File: config.mk
export PLATFORM = sky130hd
export DESIGN_NAME = aam_top
export DESIGN_NICKNAME = d
export VERILOG_FILES = /design/src/rtl/aam_pkg.sv /design/src/rtl/aam_top.sv /design/src/rtl/aam_circ.sv
export SDC_FILE = /design/constraint.sdc
export NUM_CORES = 2
export LEC_CHECK = 0
export ABC_CLOCK_PERIOD_IN_PS = 8650
export BUFFER_PORTS_ARGS = -buffer_cell sky130_fd_sc_hd__buf_4
export CAP_MARGIN = 0
export CORE_ASPECT_RATIO = 1.75
export CORE_MARGIN = 2
export CORE_UTILIZATION = 50
export DETAILED_ROUTE_END_ITERATION = 8
export PLACE_DENSITY = 0.67
export SLEW_MARGIN = 30
export SYNTH_ARGS = -nofsm -noshare
export SYNTH_HDL_FRONTEND = slang
export SYNTH_SLANG_ARGS = --single-unit
File: constraint.sdc
create_clock -name clock -period 8.65 [get_ports clock]
set_input_delay 2.595 -clock clock [delete_from_list [all_inputs] [get_ports clock]]
set_output_delay 2.595 -clock clock [all_outputs]
set_load 0.03 [all_outputs]
File: src/rtl/aam_pkg.sv
// aux address modifier: shared constants, register map and command types
// assumes one 25 MHz clock and an Avalon-MM host for the register file
package aam_pkg;

	// register map, byte addresses on the Avalon-MM slave
	localparam logic [7:0] AAM_OFF_AUX0     = 8'h00; // aux_pointer n at +4n
	localparam logic [7:0] AAM_OFF_AUX7     = 8'h1C;
	localparam logic [7:0] AAM_OFF_BLK_SIZE = 8'h20; // block_size_reg
	localparam logic [7:0] AAM_OFF_IDX0     = 8'h24; // index_reg_zero
	localparam logic [7:0] AAM_OFF_IDX1     = 8'h28; // index register one
	localparam logic [7:0] AAM_OFF_STK_PTR  = 8'h2C; // stack_pointer
	localparam logic [7:0] AAM_OFF_LAST     = 8'h30; // last address, read only

	// field layout
	localparam int AAM_AUX_SEL_LSB = 2;  // aux index sits in address [4:2]
	localparam int AAM_BLK_W       = 16; // only low half of block size used

	// values after reset
	localparam logic [31:0] AAM_PTR_RST = 32'h0000_0000;
	localparam logic [31:0] AAM_BLK_RST = 32'h0000_0000;
	localparam logic [31:0] AAM_STK_RST = 32'h0000_0000;

	// stack step and bus answer latency in cycles
	localparam logic [31:0] AAM_STK_STEP  = 32'h0000_0001;
	localparam int          AAM_BUS_LAT   = 1;

	// kind of access requested by decode
	typedef enum logic [1:0] {
		AAM_OP_AUX,
		AAM_OP_PUSH,
		AAM_OP_POP
	} aam_op_t;

	// modification of an aux_pointer
	typedef enum logic [2:0] {
		AAM_MOD_PRE_ADD,
		AAM_MOD_PRE_SUB,
		AAM_MOD_POST_ADD,
		AAM_MOD_POST_SUB,
		AAM_MOD_CIRC_ADD,
		AAM_MOD_CIRC_SUB,
		AAM_MOD_BITREV
	} aam_mod_t;

	// what a stack transfer carries
	typedef enum logic [1:0] {
		AAM_SRC_PROG, // program_counter
		AAM_SRC_INT,
		AAM_SRC_FLOAT
	} aam_src_t;

endpackage

File: src/rtl/aam_top.sv
// aux address modifier: pointer, block size, index and stack registers,
// one-cycle address generation for decode, Avalon-MM register slave
// assumes decode runs on the same clock; requests need no synchroniser
//
// The implementer's own choices: the Avalon-MM interface to the registers and the address map.

// How it works
// [RQ1] circular length uses only block_size_reg low 16 bits and chosen pointer
// [RQ2] N is the highest set bit of block_size_reg low half
// [RQ3] base keeps pointer bits 31..N+1, bits N..0 are zero
// [RQ4] index is pointer low bits; step is a signed add or subtract
// [RQ5] index plus step inside zero..block size is kept as is
// [RQ6] index plus step at or above block size subtracts block size
// [RQ7] negative index plus step adds block size
// [RQ8] software never steps further than the block size
// [RQ9] pointer lies inside the buffer before first circular access
// [RQ10] software loads index_reg_zero with half the transform size
// [RQ11] bit-reversed add carries from msb toward lsb
// [RQ12] successive bit-reversed steps give mirrored step count in low bits
// [RQ13] stack_pointer is a 32-bit register addressing the top element
// [RQ14] system stack grows toward higher addresses
// [RQ15] push increments then stores; pop reads then decrements
// [RQ16] after push or pop the pointer addresses the top element
// [RQ17] program_counter moves through the stack on calls, traps, returns
// [RQ18] integer and float push and pop use the same discipline
// [RQ19] aux pointers allow pre and post increment and decrement
// [RQ20] pre-modify uses new pointer; post-modify uses old pointer
// [RQ21] circular write-back keeps bits above index, replaces index
// [RQ22] circular and bit-reversed updates finish in the address cycle
module aam_top
	import aam_pkg::*;
(
	input  wire logic        clock,
	input  wire logic        rstn,
	input  wire logic        ce,
	// Avalon-MM slave
	input  wire logic [7:0]  avs_address,
	input  wire logic        avs_read,
	input  wire logic        avs_write,
	input  wire logic [31:0] avs_writedata,
	input  wire logic [3:0]  avs_byteenable,
	output logic      [31:0] avs_readdata,
	output logic             avs_waitrequest,
	// request from decode
	input  wire logic        req_valid,
	input  wire aam_op_t     req_op,
	input  wire aam_mod_t    req_mod,
	input  wire logic [2:0]  req_ar,
	input  wire logic [31:0] req_step,
	input  wire aam_src_t    req_src,
	// answer to operand fetch
	output logic             acc_valid,
	output logic      [31:0] acc_addr,
	output logic      [31:0] acc_ptr,
	output aam_src_t         acc_src
);

	// state
	logic [31:0] aux_r [8];
	logic [31:0] aux_nxt [8];
	logic [31:0] blk_size_r, blk_size_nxt;
	logic [31:0] idx0_r, idx0_nxt;
	logic [31:0] idx1_r, idx1_nxt;
	logic [31:0] stk_ptr_r, stk_ptr_nxt;
	logic [31:0] last_r, last_nxt;
	logic        valid_r, valid_nxt;
	logic [31:0] addr_r, addr_nxt;
	logic [31:0] ptr_r, ptr_nxt;
	aam_src_t    src_r, src_nxt;
	logic        wait_r, wait_nxt;
	logic [31:0] rdata_r, rdata_nxt;

	// datapath
	logic [31:0] cur;
	logic [31:0] circ_step;
	logic [31:0] circ_new;
	logic [31:0] circ_mask;
	logic [31:0] brev_new;
	logic [31:0] mod_new;
	logic [31:0] mod_addr;
	logic        bus_commit;

	// mirror a word end for end
	function automatic logic [31:0] rev32(input logic [31:0] v);
		logic [31:0] r;
		r = 32'h0000_0000;
		for (int i = 0; i < 32; i++) begin
			r[i] = v[31 - i];
		end
		return r;
	endfunction

	// merge write data by byte lane
	function automatic logic [31:0] merge(input logic [31:0] old,
		input logic [31:0] wd, input logic [3:0] be);
		logic [31:0] r;
		r = old;
		for (int b = 0; b < 4; b++) begin
			if (be[b]) begin
				r[8*b +: 8] = wd[8*b +: 8];
			end
		end
		return r;
	endfunction

	// selected pointer and signed circular step
	assign cur       = aux_r[req_ar];
	assign circ_step = (req_mod == AAM_MOD_CIRC_SUB) ? (32'h0 - req_step)
		: req_step; // RQ4

	aam_circ aam_circ_i (
		.ptr      (cur),
		.blk_size (blk_size_r[AAM_BLK_W-1:0]), // RQ1 RQ2
		.step     (circ_step),
		.nxt      (circ_new), // RQ3 RQ5 RQ6 RQ7
		.mask     (circ_mask)
	);

	// reverse-carry add: mirror, add, mirror back
	assign brev_new = rev32(rev32(cur) + rev32(idx0_r)); // RQ11 RQ12

	// new pointer and address for an aux access
	always_comb begin
		mod_new  = cur;
		mod_addr = cur;
		unique case (req_mod)
			AAM_MOD_PRE_ADD: begin
				mod_new  = cur + req_step; // RQ19
				mod_addr = mod_new; // RQ20
			end
			AAM_MOD_PRE_SUB: begin
				mod_new  = cur - req_step; // RQ19
				mod_addr = mod_new; // RQ20
			end
			AAM_MOD_POST_ADD: begin
				mod_new  = cur + req_step; // RQ19
				mod_addr = cur; // RQ20
			end
			AAM_MOD_POST_SUB: begin
				mod_new  = cur - req_step; // RQ19
				mod_addr = cur; // RQ20
			end
			AAM_MOD_CIRC_ADD, AAM_MOD_CIRC_SUB: begin
				mod_new  = circ_new; // RQ21
				mod_addr = cur;
			end
			AAM_MOD_BITREV: begin
				mod_new  = brev_new; // RQ11
				mod_addr = cur;
			end
			default: begin
				mod_new  = cur;
				mod_addr = cur;
			end
		endcase
	end

	// bus write lands at the edge where waitrequest is seen low
	assign bus_commit = avs_write && !wait_r;

	// register file and answer: decode first, a bus write overrides
	always_comb begin
		for (int k = 0; k < 8; k++) begin
			aux_nxt[k] = aux_r[k];
		end
		blk_size_nxt = blk_size_r;
		idx0_nxt     = idx0_r;
		idx1_nxt     = idx1_r;
		stk_ptr_nxt  = stk_ptr_r;
		last_nxt  = last_r;
		valid_nxt = req_valid; // RQ22
		addr_nxt  = addr_r;
		ptr_nxt   = ptr_r;
		src_nxt   = req_valid ? req_src : src_r;
		if (req_valid) begin
			unique case (req_op)
				AAM_OP_PUSH: begin
					stk_ptr_nxt = stk_ptr_r + AAM_STK_STEP; // RQ14 RQ15
					addr_nxt    = stk_ptr_nxt; // RQ15 RQ17 RQ18
					ptr_nxt     = stk_ptr_nxt; // RQ16
				end
				AAM_OP_POP: begin
					addr_nxt    = stk_ptr_r; // RQ15 RQ17 RQ18
					stk_ptr_nxt = stk_ptr_r - AAM_STK_STEP; // RQ15
					ptr_nxt     = stk_ptr_nxt; // RQ16
				end
				AAM_OP_AUX: begin
					aux_nxt[req_ar] = mod_new; // RQ22
					addr_nxt        = mod_addr;
					ptr_nxt         = mod_new;
				end
				default: begin
					addr_nxt = addr_r;
				end
			endcase
			last_nxt = addr_nxt;
		end
		if (bus_commit) begin
			if (avs_address <= AAM_OFF_AUX7) begin
				aux_nxt[avs_address[AAM_AUX_SEL_LSB +: 3]] = merge(
					aux_r[avs_address[AAM_AUX_SEL_LSB +: 3]],
					avs_writedata, avs_byteenable);
			end else if (avs_address == AAM_OFF_BLK_SIZE) begin
				blk_size_nxt = merge(blk_size_r, avs_writedata,
					avs_byteenable);
			end else if (avs_address == AAM_OFF_IDX0) begin
				idx0_nxt = merge(idx0_r, avs_writedata, avs_byteenable);
			end else if (avs_address == AAM_OFF_IDX1) begin
				idx1_nxt = merge(idx1_r, avs_writedata, avs_byteenable);
			end else if (avs_address == AAM_OFF_STK_PTR) begin
				stk_ptr_nxt = merge(stk_ptr_r, avs_writedata,
					avs_byteenable); // RQ13
			end
		end
	end

	// slave handshake: one wait cycle, then a single-cycle answer
	always_comb begin
		wait_nxt  = 1'b1;
		rdata_nxt = rdata_r;
		if (wait_r && (avs_read || avs_write)) begin
			wait_nxt  = 1'b0;
			rdata_nxt = 32'h0000_0000;
			if (avs_address <= AAM_OFF_AUX7) begin
				rdata_nxt = aux_r[avs_address[AAM_AUX_SEL_LSB +: 3]];
			end else if (avs_address == AAM_OFF_BLK_SIZE) begin
				rdata_nxt = blk_size_r;
			end else if (avs_address == AAM_OFF_IDX0) begin
				rdata_nxt = idx0_r;
			end else if (avs_address == AAM_OFF_IDX1) begin
				rdata_nxt = idx1_r;
			end else if (avs_address == AAM_OFF_STK_PTR) begin
				rdata_nxt = stk_ptr_r;
			end else if (avs_address == AAM_OFF_LAST) begin
				rdata_nxt = last_r;
			end
		end
	end

	// register everything; clock enable freezes all state
	always_ff @(posedge clock or negedge rstn) begin
		if (!rstn) begin
			for (int k = 0; k < 8; k++) begin
				aux_r[k] <= AAM_PTR_RST;
			end
			blk_size_r <= AAM_BLK_RST;
			idx0_r     <= AAM_PTR_RST;
			idx1_r     <= AAM_PTR_RST;
			stk_ptr_r  <= AAM_STK_RST;
			last_r  <= AAM_PTR_RST;
			valid_r <= 1'b0;
			addr_r  <= AAM_PTR_RST;
			ptr_r   <= AAM_PTR_RST;
			src_r   <= AAM_SRC_PROG;
			wait_r  <= 1'b1;
			rdata_r <= 32'h0000_0000;
		end else if (ce) begin
			aux_r   <= aux_nxt;
			blk_size_r <= blk_size_nxt;
			idx0_r     <= idx0_nxt;
			idx1_r     <= idx1_nxt;
			stk_ptr_r  <= stk_ptr_nxt;
			last_r  <= last_nxt;
			valid_r <= valid_nxt;
			addr_r  <= addr_nxt;
			ptr_r   <= ptr_nxt;
			src_r   <= src_nxt;
			wait_r  <= wait_nxt;
			rdata_r <= rdata_nxt;
		end
	end

	// outputs straight from flip-flops
	assign acc_valid       = valid_r;
	assign acc_addr        = addr_r;
	assign acc_ptr         = ptr_r;
	assign acc_src         = src_r;
	assign avs_readdata    = rdata_r;
	assign avs_waitrequest = wait_r;

	// checks; stack checks exclude a bus write in their antecedents so decode owns the stack pointer
	stack_push_a: assert property (@(posedge clock) disable iff (!rstn) // RQ15
		ce && req_valid && req_op == AAM_OP_PUSH && !bus_commit |=>
		stk_ptr_r == $past(stk_ptr_r) + 32'h0000_0001
		&& acc_addr == stk_ptr_r)
		else $error("push did not preincrement the stack pointer");

	stack_pop_a: assert property (@(posedge clock) disable iff (!rstn) // RQ15
		ce && req_valid && req_op == AAM_OP_POP && !bus_commit |=>
		acc_addr == $past(stk_ptr_r)
		&& stk_ptr_r == $past(stk_ptr_r) - 32'h0000_0001)
		else $error("pop did not read then decrement");

	stack_top_a: assert property (@(posedge clock) disable iff (!rstn) // RQ16
		ce && req_valid && req_op != AAM_OP_AUX && !bus_commit |=>
		acc_ptr == stk_ptr_r)
		else $error("stack pointer misreported after push or pop");

	pre_mod_a: assert property (@(posedge clock) disable iff (!rstn) // RQ20
		ce && req_valid && req_op == AAM_OP_AUX
		&& req_mod == AAM_MOD_PRE_ADD |=>
		acc_addr == acc_ptr && acc_ptr == $past(cur) + $past(req_step))
		else $error("pre-increment address is not the new pointer");

	post_mod_a: assert property (@(posedge clock) disable iff (!rstn) // RQ20
		ce && req_valid && req_op == AAM_OP_AUX
		&& req_mod == AAM_MOD_POST_SUB |=>
		acc_addr == $past(cur) && acc_ptr == $past(cur) - $past(req_step))
		else $error("post-decrement address is not the old pointer");

	circ_keep_a: assert property (@(posedge clock) disable iff (!rstn) // RQ21
		ce && req_valid && req_op == AAM_OP_AUX
		&& (req_mod == AAM_MOD_CIRC_ADD || req_mod == AAM_MOD_CIRC_SUB) |=>
		((acc_ptr ^ acc_addr) & ~$past(circ_mask)) == 32'h0000_0000)
		else $error("circular update touched bits above the index");

	circ_bound_a: assert property (@(posedge clock) disable iff (!rstn) // RQ5
		ce && req_valid && req_op == AAM_OP_AUX
		&& req_mod == AAM_MOD_CIRC_ADD
		&& (cur & circ_mask) < {16'h0000, blk_size_r[15:0]}
		&& req_step <= {16'h0000, blk_size_r[15:0]} |=>
		(acc_ptr & $past(circ_mask))
		< {16'h0000, $past(blk_size_r[15:0])})
		else $error("circular index left the buffer");

	addr_cycle_a: assert property (@(posedge clock) disable iff (!rstn) // RQ22
		ce && req_valid |=> acc_valid)
		else $error("address not produced in the next cycle");

	bus_pulse_a: assert property (@(posedge clock) disable iff (!rstn)
		ce && !avs_waitrequest |=> avs_waitrequest)
		else $error("waitrequest low for more than one cycle");

endmodule

File: src/rtl/aam_circ.sv
// aux address modifier: circular buffer pointer update
// purely combinational; the caller registers the result
module aam_circ
	import aam_pkg::*;
(
	input  wire logic [31:0]          ptr,
	input  wire logic [AAM_BLK_W-1:0] blk_size,
	input  wire logic [31:0]          step,
	output logic      [31:0]          nxt,
	output logic      [31:0]          mask
);

	logic [4:0]  n;
	logic [31:0] idx;
	logic [32:0] sum;
	logic [32:0] res;

	// locate top set bit, wrap index by one block size
	always_comb begin
		n = 5'h00;
		for (int i = 0; i < AAM_BLK_W; i++) begin
			if (blk_size[i]) begin
				n = 5'(i); // RQ2
			end
		end
		mask = (32'h0000_0002 << n) - 32'h0000_0001;
		idx  = ptr & mask; // RQ4
		sum  = {1'b0, idx} + {step[31], step}; // RQ4
		if (sum[32]) begin
			res = sum + {17'h0_0000, blk_size}; // RQ7
		end else if (sum >= {17'h0_0000, blk_size}) begin
			res = sum - {17'h0_0000, blk_size}; // RQ6
		end else begin
			res = sum; // RQ5
		end
		nxt = (ptr & ~mask) | (res[31:0] & mask); // RQ3 RQ21
	end

endmodule

==> report_table.html <==
<table>
<tr><th>Metric</th><th>Value</th></tr>
<tr><th colspan="2">Worst setup path</th></tr>
<tr><td>Endpoint type of the worst setup path</td><td>flip-flop</td></tr>
<tr><td>Reg2Reg Capture Point</td><td>aux_r[147]$_DFFE_PN0P_</td></tr>
<tr><td>FF-to-FF setup slack</td><td>690 ps</td></tr>
<tr><td>Library cell contributing the largest single delay on the critical path</td><td>sky130_fd_sc_hd__a211oi_2</td></tr>
<tr><td>Critical setup path kind</td><td>in2reg</td></tr>
<tr><td>Launch instance of the worst register-to-register path</td><td>blk_size_r[13]$_DFFE_PN0P_</td></tr>
<tr><td>Signal arrival time at the worst endpoint</td><td>9030 ps</td></tr>
<tr><td>Top cell family by delay on the critical path</td><td>simple AND/OR/NAND/NOR gates</td></tr>
<tr><td>Stage delay of the slowest cell on the critical path</td><td>760 ps</td></tr>
<tr><td>End point of the critical path</td><td>aux_r[147]$_DFFE_PN0P_</td></tr>
<tr><td>Origin of the worst setup path</td><td>req_ar[1]</td></tr>
<tr><td>Kind of launch point of the worst setup path</td><td>input pin</td></tr>
<tr><td>Worst reg2reg path depth</td><td>34</td></tr>
<tr><td>Cell with the most instances on the worst path</td><td>sky130_fd_sc_hd__buf_4</td></tr>
<tr><td>Req. time, crit path</td><td>9180 ps</td></tr>
<tr><td>Critical path buffers and inverters</td><td>7</td></tr>
<tr><td>CP max FO</td><td>21</td></tr>
<tr><td>Total number of cells along the worst setup path</td><td>28</td></tr>
<tr><th colspan="2">Synth</th></tr>
<tr><td>Count of flip-flops with a built-in enable after synthesis</td><td>0</td></tr>
<tr><td>Cell with the most instances after synthesis</td><td>sky130_fd_sc_hd__nor2_1</td></tr>
<tr><td>Ranking of synthesized cells by area</td><td>sky130_fd_sc_hd__dfrtp_1 31%, sky130_fd_sc_hd__mux4_2 8.7%, sky130_fd_sc_hd__ha_1 5.2%</td></tr>
<tr><td>Fraction of registers with async set or reset after synthesis</td><td>100%</td></tr>
<tr><td>Cells after synthesis</td><td>4472</td></tr>
<tr><td>Mean Syn Cell Area</td><td>8.74 um2</td></tr>
<tr><td>Netlist Area Pre-Place</td><td>0.0391 mm2</td></tr>
<tr><td>Predominant post-synthesis flop cell</td><td>sky130_fd_sc_hd__dfrtp_1</td></tr>
<tr><td>Top cells by count, synth</td><td>490 x sky130_fd_sc_hd__nor2_1, 483 x sky130_fd_sc_hd__dfrtp_1, 390 x sky130_fd_sc_hd__nand2_1, 376 x sky130_fd_sc_hd__a21oi_1, 305 x sky130_fd_sc_hd__o21ai_0</td></tr>
<tr><td>Part of the Yosys area used for sequential elements</td><td>31.0%</td></tr>
<tr><td>Area share of the largest cell type after synthesis</td><td>30.9%</td></tr>
<tr><td>Synthesis warning total</td><td>0</td></tr>
<tr><td>Cell taking the most area after synthesis</td><td>sky130_fd_sc_hd__dfrtp_1</td></tr>
<tr><td>Flip-flop and latch count after synthesis</td><td>484</td></tr>
<tr><td>Number of library cell types mapped by synthesis</td><td>103</td></tr>
<tr><th colspan="2">Floorplanning</th></tr>
<tr><td>Starting Density</td><td>50.6%</td></tr>
<tr><td>Count of boundary I/O pins</td><td>192</td></tr>
<tr><td>Full die area</td><td>0.0806 mm2</td></tr>
<tr><td>Vertical die dimension</td><td>374 um</td></tr>
<tr><td>Horiz. Die Dim</td><td>215 um</td></tr>
<tr><td>Core outline area</td><td>0.0774 mm2</td></tr>
<tr><td>Floorplan row count</td><td>135</td></tr>
<tr><th colspan="2">Finish</th></tr>
<tr><td># nets final</td><td>5261</td></tr>
<tr><td>Final Core Density</td><td>60.8%</td></tr>
<tr><td>Finished layout cell area</td><td>0.0471 mm2</td></tr>
<tr><td>Non-filler instance count after layout</td><td>6062</td></tr>
<tr><td>Layout area overhead</td><td>20.4%</td></tr>
<tr><td>Share of post-route cells with drive strength above 1</td><td>25.1%</td></tr>
<tr><th colspan="2">Global routing</th></tr>
<tr><td>Gr usage total</td><td>46.9%</td></tr>
<tr><td>Busiest grt layer</td><td>met2</td></tr>
<tr><td>Residual overflow from global routing</td><td>0</td></tr>
<tr><td>Global-route met2 utilization</td><td>75.8%</td></tr>
<tr><td>Antenna violations before repair</td><td>8</td></tr>
<tr><td>Met3 Resource Use GR</td><td>10.1%</td></tr>
<tr><td>GRT met1 Usage</td><td>50.0%</td></tr>
<tr><td>Maximum number of pins on one net before global-route repair</td><td>134</td></tr>
<tr><td>First-pass GRT wire length</td><td>277000 um</td></tr>
<tr><td>Vias in the first global route</td><td>41900</td></tr>
<tr><th colspan="2">Routing</th></tr>
<tr><td>Number of remaining DRC errors</td><td>0</td></tr>
<tr><td>Avg WL per Cell</td><td>31.9 um</td></tr>
<tr><td>Final Routed Wirelength</td><td>193000 um</td></tr>
<tr><td>Vias per inst</td><td>7.00</td></tr>
<tr><td>Violation count after the first detailed-route iteration</td><td>5694</td></tr>
<tr><td>Number of routed nets with antenna violations</td><td>0</td></tr>
<tr><td>Number of detailed-routing iterations run before antenna repair</td><td>9</td></tr>
<tr><td>Via total after detailed routing</td><td>42400</td></tr>
<tr><th colspan="2">Pwr</th></tr>
<tr><td>Net load switching power</td><td>4.84 mW</td></tr>
<tr><td>Internal power</td><td>6.43 mW</td></tr>
<tr><td>Pwr Density</td><td>239 mW/mm2</td></tr>
<tr><td>Switching power as a share of total power</td><td>43.0%</td></tr>
<tr><td>Share of power burned in the clock network</td><td>18.6%</td></tr>
<tr><td>P_leak</td><td>20.9 nW</td></tr>
<tr><td>Part of the power in registers</td><td>28.3%</td></tr>
<tr><td>Proportion of power drawn by combinational gates</td><td>53.2%</td></tr>
<tr><td>Worst ir drop on vdd</td><td>0.219 mV</td></tr>
<tr><th colspan="2">Placement</th></tr>
<tr><td>Worst setup timing slack at the placement stage</td><td>-722 ps</td></tr>
<tr><td>Total instance count after detailed placement</td><td>5978</td></tr>
<tr><td>Port Buffers</td><td>191</td></tr>
<tr><td>Final weighted congestion of routability-driven global placement</td><td>1.12</td></tr>
<tr><td>HPWL after detailed placement</td><td>147000 um</td></tr>
<tr><td>Area after DPL</td><td>0.0454 mm2</td></tr>
<tr><th colspan="2">Flow run</th></tr>
<tr><td>Max-cap violations</td><td>0</td></tr>
<tr><th colspan="2">Clocking</th></tr>
<tr><td>H-Tree Level Count</td><td>2</td></tr>
<tr><td>Buffer levels on the longest clock path</td><td>3</td></tr>
<tr><td>Clk slew on worst S/H paths</td><td>70 ps</td></tr>
<tr><td>Cell at the root of the clock tree</td><td>sky130_fd_sc_hd__clkbuf_16</td></tr>
<tr><td>Clock latency on the worst-skew pair</td><td>610 ps</td></tr>
<tr><td>Hold-fix buffers at CTS</td><td>0</td></tr>
<tr><td>TritonCTS Sinks</td><td>484</td></tr>
<tr><td>TritonCTS clock tree</td><td>built</td></tr>
<tr><td>Number of CTS-inserted buffers</td><td>41</td></tr>
<tr><th colspan="2">Timing</th></tr>
<tr><td>Count of endpoints failing setup in the final report</td><td>0</td></tr>
<tr><td>Final Cycle Share</td><td>98.3%</td></tr>
<tr><td>Final setup slack of the worst path</td><td>150 ps</td></tr>
<tr><td>Final-report hold violation count</td><td>0</td></tr>
<tr><td>Headroom to the max-slew limit</td><td>23.0%</td></tr>
<tr><td>Maximum clock frequency</td><td>0.118 GHz</td></tr>
<tr><td>Final hold slack</td><td>485 ps</td></tr>
<tr><td>Transition at the pin with the smallest max-transition slack</td><td>1150 ps</td></tr>
<tr><td>Largest clock skew in the final design</td><td>32.1 ps</td></tr>
<tr><td>Shortest clock period the worst path allows after layout</td><td>8500 ps</td></tr>
<tr><td>Final Slew Violations</td><td>0</td></tr>
<tr><th colspan="2">Status</th></tr>
<tr><td>Result of the run</td><td>finished clean</td></tr>
<tr><th colspan="2">Hold path</th></tr>
<tr><td>Origin of the worst min-delay path</td><td>avs_readdata[8]$_DFFE_PN0P_</td></tr>
<tr><td>Hold/Removal Path Class</td><td>reg2reg</td></tr>
</table>
-- metrics by stage --
step	setup TNS, ps	total power [mW]
2_1_floorplan	0	6.26
3_3_place_gp	-64280	8.87
3_5_place_dp	-66840	8.91
4_1_cts	0	11.0
5_1_grt	-100	11.7
6_report	0	11.3
-- repair_timing --
action | in CTS | in global routing
endpoints found under the setup margin | 1 | 185
gates resized for setup | 1 | 14
pin swaps | 0 | 5
setup buffers | 0 | 3
cloned | 0 | 1
-- power by group through the flow --
| stage | Combinational (mW) | Sequential, mW | Clock, mW |
|---|---|---|---|
| floorplan | 3.16 | 3.10 | 0 |
| global placement | 5.70 | 3.17 | 0 |
| detailed placement | 5.73 | 3.19 | 0 |
| CTS | 5.77 | 3.14 | 2.08 |
| global route | 6.34 | 3.21 | 2.16 |
| finish | 5.99 | 3.18 | 2.09 |
-- layout by cell type, fill, tap and decap left out, types with 35 or more instances in the layout --
master and count:
sky130_fd_sc_hd__a21oi_1 372, sky130_fd_sc_hd__o21ai_0 303, sky130_fd_sc_hd__ha_1 162, sky130_fd_sc_hd__nor3_1 71, sky130_fd_sc_hd__buf_4 776, sky130_fd_sc_hd__a22oi_1 38
sky130_fd_sc_hd__o21a_1 39, sky130_fd_sc_hd__nand2_1 388, sky130_fd_sc_hd__a221oi_1 78, sky130_fd_sc_hd__o31ai_1 39, sky130_fd_sc_hd__nand3_1 75, sky130_fd_sc_hd__a31oi_1 72
sky130_fd_sc_hd__mux4_2 151, sky130_fd_sc_hd__clkbuf_16 42, sky130_fd_sc_hd__mux2_2 158, sky130_fd_sc_hd__and3_1 42, sky130_fd_sc_hd__xnor2_1 122, sky130_fd_sc_hd__mux2i_1 37
sky130_fd_sc_hd__a21o_1 52, sky130_fd_sc_hd__o22ai_1 140, sky130_fd_sc_hd__xor2_1 54, sky130_fd_sc_hd__nor2_1 482, sky130_fd_sc_hd__inv_1 150, sky130_fd_sc_hd__o211ai_1 36
sky130_fd_sc_hd__dfrtp_1 483, sky130_fd_sc_hd__a211oi_1 35
-- worst register-to-register path, delay by kind of cell (launching register included) --
family,cells,cell delay [ps]
xor+xnor,1,200
fa+ha+maj,3,1080
buf+inv,5,860
mux,1,70
compound gates,8,2200
simple gates,16,2960
flops,1,540
-- sequential cells by signal, summed over array words and instances (netlist names), 2 cells and up --
name / flops
stk_ptr_r: 32
acc_addr: 32
blk_size_r: 32
idx1_r: 32
acc_ptr: 32
avs_readdata: 32
aux_r: 256
acc_src: 2
idx0_r: 32
-- worst min path at each step --
stage                     slack, ps  cells past startpoint                      endpoint
after floorplan                 460                      2         aux_r[47]$_DFFE_PN0P_
after global placement          470                      2   avs_readdata[4]$_DFFE_PN0P_
after detailed placement        470                      2   avs_readdata[4]$_DFFE_PN0P_
after CTS                       490                      2   avs_readdata[4]$_DFFE_PN0P_
after global routing            520                      2  avs_readdata[12]$_DFFE_PN0P_
final                           480                      2   avs_readdata[8]$_DFFE_PN0P_
-- routing by layer --
| layer | share of wire [%] | wire [um] | vias up |
|---|---|---|---|
| li1 | - | - | 17900 |
| met1 | 32 | 61200 | 20300 |
| met2 | 45 | 87900 | 3107 |
| met3 | 10 | 19700 | 1149 |
| met4 | 13 | 24400 | 4 |
| met5 | 0.014 | 27 | - |
-- area by class of cell --
class	count	area [um2]
clock buffer	58	1150
timing repair buffer	795	6210
sequential	484	12100
fill	7078	30300
antenna	4	10.0
tap	1027	1280
multi-input combinational	3525	25400
clock inverter	17	295
inverter	152	571
-- kinds of logic (layout without fill, tap and decap cells) --
kind of cell	count (synthesis)	in the layout	share of synthesized area [%]
adders and majority gates	170	170	5.55
AOI/OAI and AO/OA	1514	1514	25.5
muxes	350	350	14.3
DFF	484	484	31.0
xor gates and xnor gates	177	177	3.98
other	1	12	0.00959
buffers and inverters	470	1022	4.56
and+or+nand+nor	1306	1306	15.2
Power figures use the tool's default switching activity.
